### config.mk
export PLATFORM = sky130hd
export DESIGN_NAME = sar_readout_ctrl
export DESIGN_NICKNAME = d
export VERILOG_FILES = /design/src/verilog/result_fifo.v /design/src/verilog/sar_readout_ctrl.v
export VERILOG_INCLUDE_DIRS = /design/src /design/src/inc
export SDC_FILE = /design/constraint.sdc
export NUM_CORES = 1
export LEC_CHECK = 0
export ABC_CLOCK_PERIOD_IN_PS = 3000
export BUFFER_PORTS_ARGS = -buffer_cell sky130_fd_sc_hd__buf_2
export CAP_MARGIN = 20
export CORE_MARGIN = 2
export CORE_UTILIZATION = 60
export DETAILED_ROUTE_END_ITERATION = 8
export GPL_ROUTABILITY_DRIVEN = 1
export PLACE_DENSITY = 0.78
export SLEW_MARGIN = 20
export SYNTH_ARGS = -nofsm -noshare
export SYNTH_HDL_FRONTEND = slang
export SYNTH_SLANG_ARGS = --single-unit
### constraint.sdc
create_clock -name clock -period 3 [get_ports clock]
set_clock_uncertainty 0.05 [all_clocks]
set_input_delay 0.45 -clock clock [delete_from_list [all_inputs] [get_ports clock]]
set_output_delay 0.45 -clock clock [all_outputs]
set_load 0.03 [all_outputs]
### src/inc/sar_readout_defines.vh
`ifndef SAR_READOUT_DEFINES_VH
`define SAR_READOUT_DEFINES_VH

// clock and conversion timing; cycle counts sized to match the 16-bit timer
`define CLK_PERIOD_NS 5
`define CONV_TIME_NS 200
`define CONV_CYCLES 16'h0028
// pin sync, edge detect and push stages are spent out of the conversion budget
`define CONV_SLACK_CYCLES 16'h0005

// powerdown entry and exit delay, 1000 ns each in 5 ns cycles
`define PD_ENTRY_TIME_NS 1000
`define PD_ENTRY_CYCLES 16'h00C8
`define PD_EXIT_DELAY_NS 1000
`define PD_EXIT_CYCLES 16'h00C8
// pin sync and state stages are spent out of the exit delay
`define PD_EXIT_SLACK_CYCLES 16'h0004

// abort must land within this time of reset entry
`define ABORT_LIMIT_NS 45

// result layout and codes
`define RESULT_WIDTH 12
`define LOW_NIBBLE_MSB 3
`define BYTE_ZERO_FILL 8'h00
`define RESET_MARK_CODE 12'hFE0
`define RESULT_RESET_VALUE 12'h000
`define INIT_CONVERSIONS 3'h4

// result buffer
`define FIFO_DEPTH 8
`define FIFO_PTR_WIDTH 3

// control states
`define ST_IDLE 3'h0
`define ST_CONVERT 3'h1
`define ST_PUSH 3'h2
`define ST_RESET 3'h3
`define ST_POWERDOWN 3'h4
`define ST_WAKE 3'h5

`endif

### src/verilog/result_fifo.v
`timescale 1ns/100ps
`default_nettype none

module result_fifo
#(
  parameter WIDTH = 12,
  parameter DEPTH = 8,
  parameter PTR_WIDTH = 3
)
(
  input wire clock,
  input wire sys_rst,
  input wire flush,
  input wire inValid,
  output wire inReady,
  input wire [WIDTH-1:0] inData,
  output wire outValid,
  input wire outReady,
  output wire [WIDTH-1:0] outData
);

  reg [WIDTH-1:0] store [0:DEPTH-1];
  reg [PTR_WIDTH-1:0] writePtr;
  reg [PTR_WIDTH-1:0] readPtr;
  reg [PTR_WIDTH:0] count;
  wire doWrite;
  wire doRead;

  ////////////////////////////////////////////////////////////////////////////
  // honest flags; a full buffer stalls the writer
  assign inReady = (count != DEPTH[PTR_WIDTH:0]);
  assign outValid = (count != {(PTR_WIDTH+1){1'b0}});
  assign outData = store[readPtr];
  assign doWrite = inValid & inReady;
  assign doRead = outValid & outReady;

  // pointers wrap naturally since depth is a power of two
  always @(posedge clock)
  begin
    if (sys_rst || flush)
    begin
      writePtr <= {PTR_WIDTH{1'b0}};
      readPtr <= {PTR_WIDTH{1'b0}};
      count <= {(PTR_WIDTH+1){1'b0}};
    end
    else
    begin
      if (doWrite)
        writePtr <= writePtr + 1'b1;
      if (doRead)
        readPtr <= readPtr + 1'b1;
      if (doWrite && !doRead)
        count <= count + 1'b1;
      else if (doRead && !doWrite)
        count <= count - 1'b1;
    end
  end

  // storage has no reset; only written slots are ever read
  always @(posedge clock)
  begin
    if (doWrite)
      store[writePtr] <= inData;
  end

endmodule // result_fifo

`default_nettype wire

### src/verilog/sar_readout_ctrl.v
`include "sar_readout_defines.vh"
`timescale 1ns/100ps
`default_nettype none

module sar_readout_ctrl
(
  input wire clock,
  input wire sys_rst,
  input wire convert_start_n,
  input wire chipSelect_n,
  input wire readStrobe_n,
  input wire byteSelect,
  input wire powerdown_reset_n,
  input wire [11:0] analogWord,
  output reg busy,
  output reg [11:0] parallel_data_pins_out,
  output reg parallel_data_pins_oe_n,
  output reg resultInvalid,
  output reg poweredDown,
  output wire bufferFull
);

  localparam [2:0] IDLE = `ST_IDLE;
  localparam [2:0] CONVERT = `ST_CONVERT;
  localparam [2:0] PUSH = `ST_PUSH;
  localparam [2:0] RESET = `ST_RESET;
  localparam [2:0] POWERDOWN = `ST_POWERDOWN;
  localparam [2:0] WAKE = `ST_WAKE;
  localparam [15:0] CONV_COUNT = `CONV_CYCLES;
  localparam [15:0] PD_ENTRY_COUNT = `PD_ENTRY_CYCLES;
  localparam [15:0] PD_EXIT_COUNT = `PD_EXIT_CYCLES;

  // byte-mode view of a result word
  function [11:0] byteView;
    input [11:0] word;
    input highHalf;
    begin
      if (highHalf)
        byteView = {word[`LOW_NIBBLE_MSB:0], `BYTE_ZERO_FILL};
      else
        byteView = word;
    end
  endfunction

  ////////////////////////////////////////////////////////////////////////////
  // pin synchronisers: first stage feeds only the second
  reg [1:0] convSync;
  reg [1:0] csSync;
  reg [1:0] rdSync;
  reg [1:0] byteSync;
  reg [1:0] pwdSync;
  reg [11:0] wordSync1;
  reg [11:0] wordSync2;
  reg convPrev;
  reg csPrev;

  always @(posedge clock)
  begin
    if (sys_rst)
    begin
      convSync <= 2'h3;
      csSync <= 2'h3;
      rdSync <= 2'h3;
      byteSync <= 2'h0;
      pwdSync <= 2'h3;
      wordSync1 <= 12'h000;
      wordSync2 <= 12'h000;
      convPrev <= 1'b1;
      csPrev <= 1'b1;
    end
    else
    begin
      convSync <= {convSync[0], convert_start_n};
      csSync <= {csSync[0], chipSelect_n};
      rdSync <= {rdSync[0], readStrobe_n};
      byteSync <= {byteSync[0], byteSelect};
      pwdSync <= {pwdSync[0], powerdown_reset_n};
      wordSync1 <= analogWord;
      wordSync2 <= wordSync1;
      convPrev <= convSync[1];
      csPrev <= csSync[1];
    end
  end

  wire convN = convSync[1];
  wire csN = csSync[1];
  wire rdN = rdSync[1];
  wire byteHigh = byteSync[1];
  wire pwdN = pwdSync[1];
  wire convFall = convPrev & ~convN;
  wire csFall = csPrev & ~csN;
  // either falling edge opens a conversion when the other line is low
  wire startEvent = (convFall & ~csN) | (csFall & ~convN);
  // select falling mid-conversion with start high kills it
  wire abortEvent = csFall & convN & busy;
  wire readActive = ~csN & ~rdN;

  ////////////////////////////////////////////////////////////////////////////
  // control state machine
  reg [2:0] state;
  reg [2:0] next_state;
  reg [15:0] timer;
  reg [11:0] captured;
  reg markReset;
  reg [2:0] initCount;
  wire fifoInReady;
  wire fifoOutValid;
  wire [11:0] fifoOutData;
  wire fifoPush = (state == PUSH);
  wire flushFifo = (state == RESET) | (state == POWERDOWN);

  // next-state choice; reset pin outranks every other event
  always @*
  begin
    next_state = state;
    case (state)
      IDLE:
      begin
        if (!pwdN)
          next_state = RESET;
        else if (startEvent)
          next_state = CONVERT;
      end
      CONVERT:
      begin
        if (!pwdN)
          next_state = RESET;
        else if (abortEvent)
          next_state = IDLE;
        else if (timer == CONV_COUNT - `CONV_SLACK_CYCLES)
          next_state = PUSH;
      end
      PUSH:
      begin
        if (!pwdN)
          next_state = RESET;
        else if (fifoInReady)
          next_state = IDLE;
      end
      RESET:
      begin
        if (pwdN)
          next_state = IDLE;
        else if (timer >= PD_ENTRY_COUNT)
          next_state = POWERDOWN;
      end
      POWERDOWN:
      begin
        if (pwdN)
          next_state = WAKE;
      end
      WAKE:
      begin
        if (!pwdN)
          next_state = RESET;
        else if (timer >= PD_EXIT_COUNT - `PD_EXIT_SLACK_CYCLES)
          next_state = IDLE;
      end
      default:
        next_state = IDLE;
    endcase
  end

  // state, timer and capture register
  always @(posedge clock)
  begin
    if (sys_rst)
    begin
      state <= RESET;
      timer <= 16'h0000;
      captured <= `RESULT_RESET_VALUE;
    end
    else
    begin
      state <= next_state;
      if (next_state != state)
        timer <= 16'h0000;
      else if (timer != 16'hFFFF)
        timer <= timer + 16'h0001;
      // analog word taken at end of conversion, straight binary as given
      if (state == CONVERT && next_state == PUSH)
        captured <= wordSync2;
    end
  end

  // busy spans the conversion and the wait for buffer room
  always @(posedge clock)
  begin
    if (sys_rst)
      busy <= 1'b0;
    else
      busy <= (next_state == CONVERT) | (next_state == PUSH);
  end

  ////////////////////////////////////////////////////////////////////////////
  // initialisation count: the first results after reset are flagged
  always @(posedge clock)
  begin
    if (sys_rst || state == RESET || state == POWERDOWN)
      initCount <= 3'h0;
    else if (fifoPush && fifoInReady && initCount != `INIT_CONVERSIONS)
      initCount <= initCount + 3'h1;
  end

  always @(posedge clock)
  begin
    if (sys_rst)
    begin
      resultInvalid <= 1'b1;
      poweredDown <= 1'b0;
    end
    else
    begin
      resultInvalid <= (initCount != `INIT_CONVERSIONS);
      poweredDown <= (state == POWERDOWN) | (state == WAKE);
    end
  end

  ////////////////////////////////////////////////////////////////////////////
  // hold the word still while a read is on the bus so halves match
  wire fifoDrain = ~readActive & ~markReset;

  // result buffer; a stalled drain holds the converter in busy
  result_fifo
  #(
    .WIDTH(`RESULT_WIDTH),
    .DEPTH(`FIFO_DEPTH),
    .PTR_WIDTH(`FIFO_PTR_WIDTH)
  )
  resultBuffer
  (
    .clock(clock),
    .sys_rst(sys_rst),
    .flush(flushFifo),
    .inValid(fifoPush),
    .inReady(fifoInReady),
    .inData(captured),
    .outValid(fifoOutValid),
    .outReady(fifoDrain),
    .outData(fifoOutData)
  );

  assign bufferFull = ~fifoInReady;

  ////////////////////////////////////////////////////////////////////////////
  // output word: reset marker during reset or after an abort, else results
  reg [11:0] outWord;

  always @(posedge clock)
  begin
    if (sys_rst)
    begin
      outWord <= `RESET_MARK_CODE;
      markReset <= 1'b1;
    end
    else if (state == RESET || next_state == RESET)
    begin
      outWord <= `RESET_MARK_CODE;
      markReset <= 1'b1;
    end
    else if (state == CONVERT && abortEvent)
    begin
      outWord <= `RESET_MARK_CODE;
      markReset <= 1'b0;
    end
    else
    begin
      markReset <= 1'b0;
      if (fifoOutValid && fifoDrain)
        outWord <= fifoOutData;
    end
  end

  // pins follow the live byte select, so toggled or held strobe both work
  always @(posedge clock)
  begin
    if (sys_rst)
    begin
      parallel_data_pins_out <= 12'h000;
      parallel_data_pins_oe_n <= 1'b1;
    end
    else
    begin
      parallel_data_pins_out <= byteView(outWord, byteHigh);
      parallel_data_pins_oe_n <= ~readActive;
    end
  end

endmodule // sar_readout_ctrl

`default_nettype wire
==> reports/qor.csv <==
metric,value,unit
status,finished clean,
fp.dieW,121,um
arrival,3.18,ns
cp_max_fo,5,
synth_nets,631,
drt_first_pass_iters,5,
clkLatencyLatePin,0.50,ns
drc,0,
vias,4839,
rsz0062_at_grt,no,
dr.first_iter.drc_count,384,
wirelength,15200,um
whs_endpoint,csSync[0],
seqCellArea,0.00506,mm2
regToRegStartpoint,resultBuffer.count[0],
layout_min_cycle_time,2.82,ns
synth_cells,602,
r2r_setup_slack,0.18,ns
core,0.0133,mm2
fillCellCount,883,
cts_setup_buffers,0,
numPortBuffers,35,
worst_pin_slew,0.979,ns
min-delay-start,chipSelect_n,
cts_root_buf,clkbuf_16,
critPathCaptureType,flop,
max_freq,355,MHz
clockBufferDepth,3,
htree_levels,1,
drive_gt1_frac,0.231,
hold_depth,2,
wl_per_cell,18.2,um
avgSynthCellArea,13.6,um2
ir_worst_vdd,0.507,mV
final_common_cell,dfxtp_1,
hold_buffers,0,
viasPerCell,5.80,
grt.overflow.total,0,
synth_top_area_share,0.353,
grt_pass1_wl,24600,um
yosysWarningCount,0,
power_per_cell_area,666,mW/mm2
final_cell_mix,"dfxtp_1, edfxtp_1, nor2_1",
yosysSeqAreaShare,0.620,
syn2layout_area_growth,13.0,%
synthArstFlopShare,0,
rr_worst_depth,11,
yosys_register_bits,205,
grt_pass1_vias,4687,
maxCapViolations,0,
detail-route-antenna-nets,0,
cp_slowest_cell,or4b_4,
cp_slowest_stage_delay,0.60,ns
worstPathRequired,3.37,ns
diodes,0,
synth_edf_count,96,
r2r-end,resultBuffer.count[3],
fin_nets,671,
cts_buffers,22,
synth.distinct_cells,64,
hold_class,input port to flop,
holdWs,0.0862,ns
multi_input_area,0.00288,mm2
ios,36,
slew_violations,0,
finalHoldViolCount,0,
cts.sinks,205,
finalSetupViolCount,0,
track_usage,0.217,
fp.dieH,121,um
grt_start_max_net_pins,37,
yosysTopAreaCell,edfxtp_1,
path_class,flop to flop,
cp-start-kind,flop,
hpwl,9130,um
clkTransAtPathRegs,0.06,ns
cts_tree,yes,
fin_crit_sh,0.939,
place.gp.congestion,0.870,
p_leak,3.22,nW
antenna_found_initial,0,
num_rows,42,
ys.flop_type,dfxtp_1,
netlist_top_cells_area,"edfxtp_1, dfxtp_1, mux4_2, mux2i_1, nor2b_1",
cts_resized,0,
synth_area,0.00817,mm2
crit_chain,or4b_4 -> nand2_2 -> clkinv_1 -> ha_1 -> inv_2 -> ha_1 -> a21o_1 -> a21oi_1 -> xnor2_1 -> or3_1 -> a21oi_1,
start_util,0.614,
dieArea,0.0146,mm2
relSlewSlack,0.347,
setup-tns-final,0,ns
[metrics by stage]
step	utilization	total power [mW]	std cells	cell area [um2]	setup slack, ns
floorplan	-	3.50	602	8170	0.246
global placement	0.641	3.60	794	8520	0.245
detailed placement	0.641	3.63	794	8520	0.0954
CTS	0.694	6.20	834	9230	0.0492
global route	0.694	6.37	834	9230	0.0342
finish	0.694	6.15	834	9230	0.184
[worst max path at each step]
| stage | from | endpoint | slack (ns) | cells past startpoint |
|---|---|---|---|---|
| final | resultBuffer.count[0] | resultBuffer.count[3] | 0.18 | 11 |
| after global routing | resultBuffer.count[0] | resultBuffer.count[3] | 0.03 | 11 |
| after detailed placement | resultBuffer.count[0] | resultBuffer.count[3] | 0.1 | 11 |
| after global placement | resultBuffer.count[0] | resultBuffer.count[3] | 0.25 | 11 |
| after floorplan | resultBuffer.count[0] | resultBuffer.count[3] | 0.25 | 11 |
| after CTS | resultBuffer.count[0] | resultBuffer.count[3] | 0.05 | 11 |
[routing by layer]
layer	up-vias	global-route usage	part of all wire
met1	2361	0.293	0.43
met3	27	0.0363	0.056
met5	-	0	0
li1	2300	-	-
met4	0	0.0676	0.021
met2	151	0.361	0.49
[cells by family (layout without fill, tap and decap cells)]
family / after synthesis / count (layout) / synth area share
compound gates: 52 / 52 / 0.0498
xor+xnor: 18 / 18 / 0.0193
fa+ha+maj: 10 / 10 / 0.0162
buf+inv: 51 / 107 / 0.0297
flops: 205 / 205 / 0.620
mux: 61 / 61 / 0.112
simple gates: 205 / 205 / 0.153
[worst max-delay path: cells and delay by family (launching register included)]
family	cells	cell delay (ns)
buf+inv	2	0.19
flops	1	0.37
simple gates	3	1.05
compound gates	3	0.52
xor+xnor	1	0.09
fa+ha+maj	2	0.46
[state kept, by name, indices dropped and copies added (netlist names), 4 cells and up]
name and flops:
parallel_data_pins_out 12, wordSync1 12, wordSync2 12, resultBuffer.count 4
timer 16, captured 12, resultBuffer.store 96, outWord 12
[power by group]
group          total (mW)  leakage, nW  switching (mW)  internal [mW]
sequential           3.04         1.78          0.0486           2.99
clock                2.56        0.344            1.05           1.52
combinational       0.542         1.09           0.320          0.221
[layout make-up]
type,count,area share
inverter,14,0.00583
tap,176,0.0239
clock buffer,34,0.0712
sequential,205,0.549
clock inverter,6,0.00529
timing repair buffer,53,0.0336
multi-input combinational,346,0.312
[synth_stat cells (2+ instances only)]
cell,number
ha_1,9
nor2b_1,29
xor2_1,4
nand3_1,14
a21o_1,2
o21bai_1,2
edfxtp_1,96
nor2_1,37
o2111a_1,5
nor4_2,8
clkbuf_1,18
nand2_1,35
or3_1,3
and4bb_2,2
nor3b_1,5
nor3_1,15
nand4_1,4
o21ai_0,14
a211o_1,3
nand2b_1,3
mux2i_1,35
inv_1,12
dfxtp_1,109
or2_2,13
a21oi_1,11
o211ai_1,2
nor4_1,12
xnor2_1,14
nor4_4,5
and2_1,9
buf_6,4
buf_2,13
mux4_2,24
(Power assumes the default switching activity.)
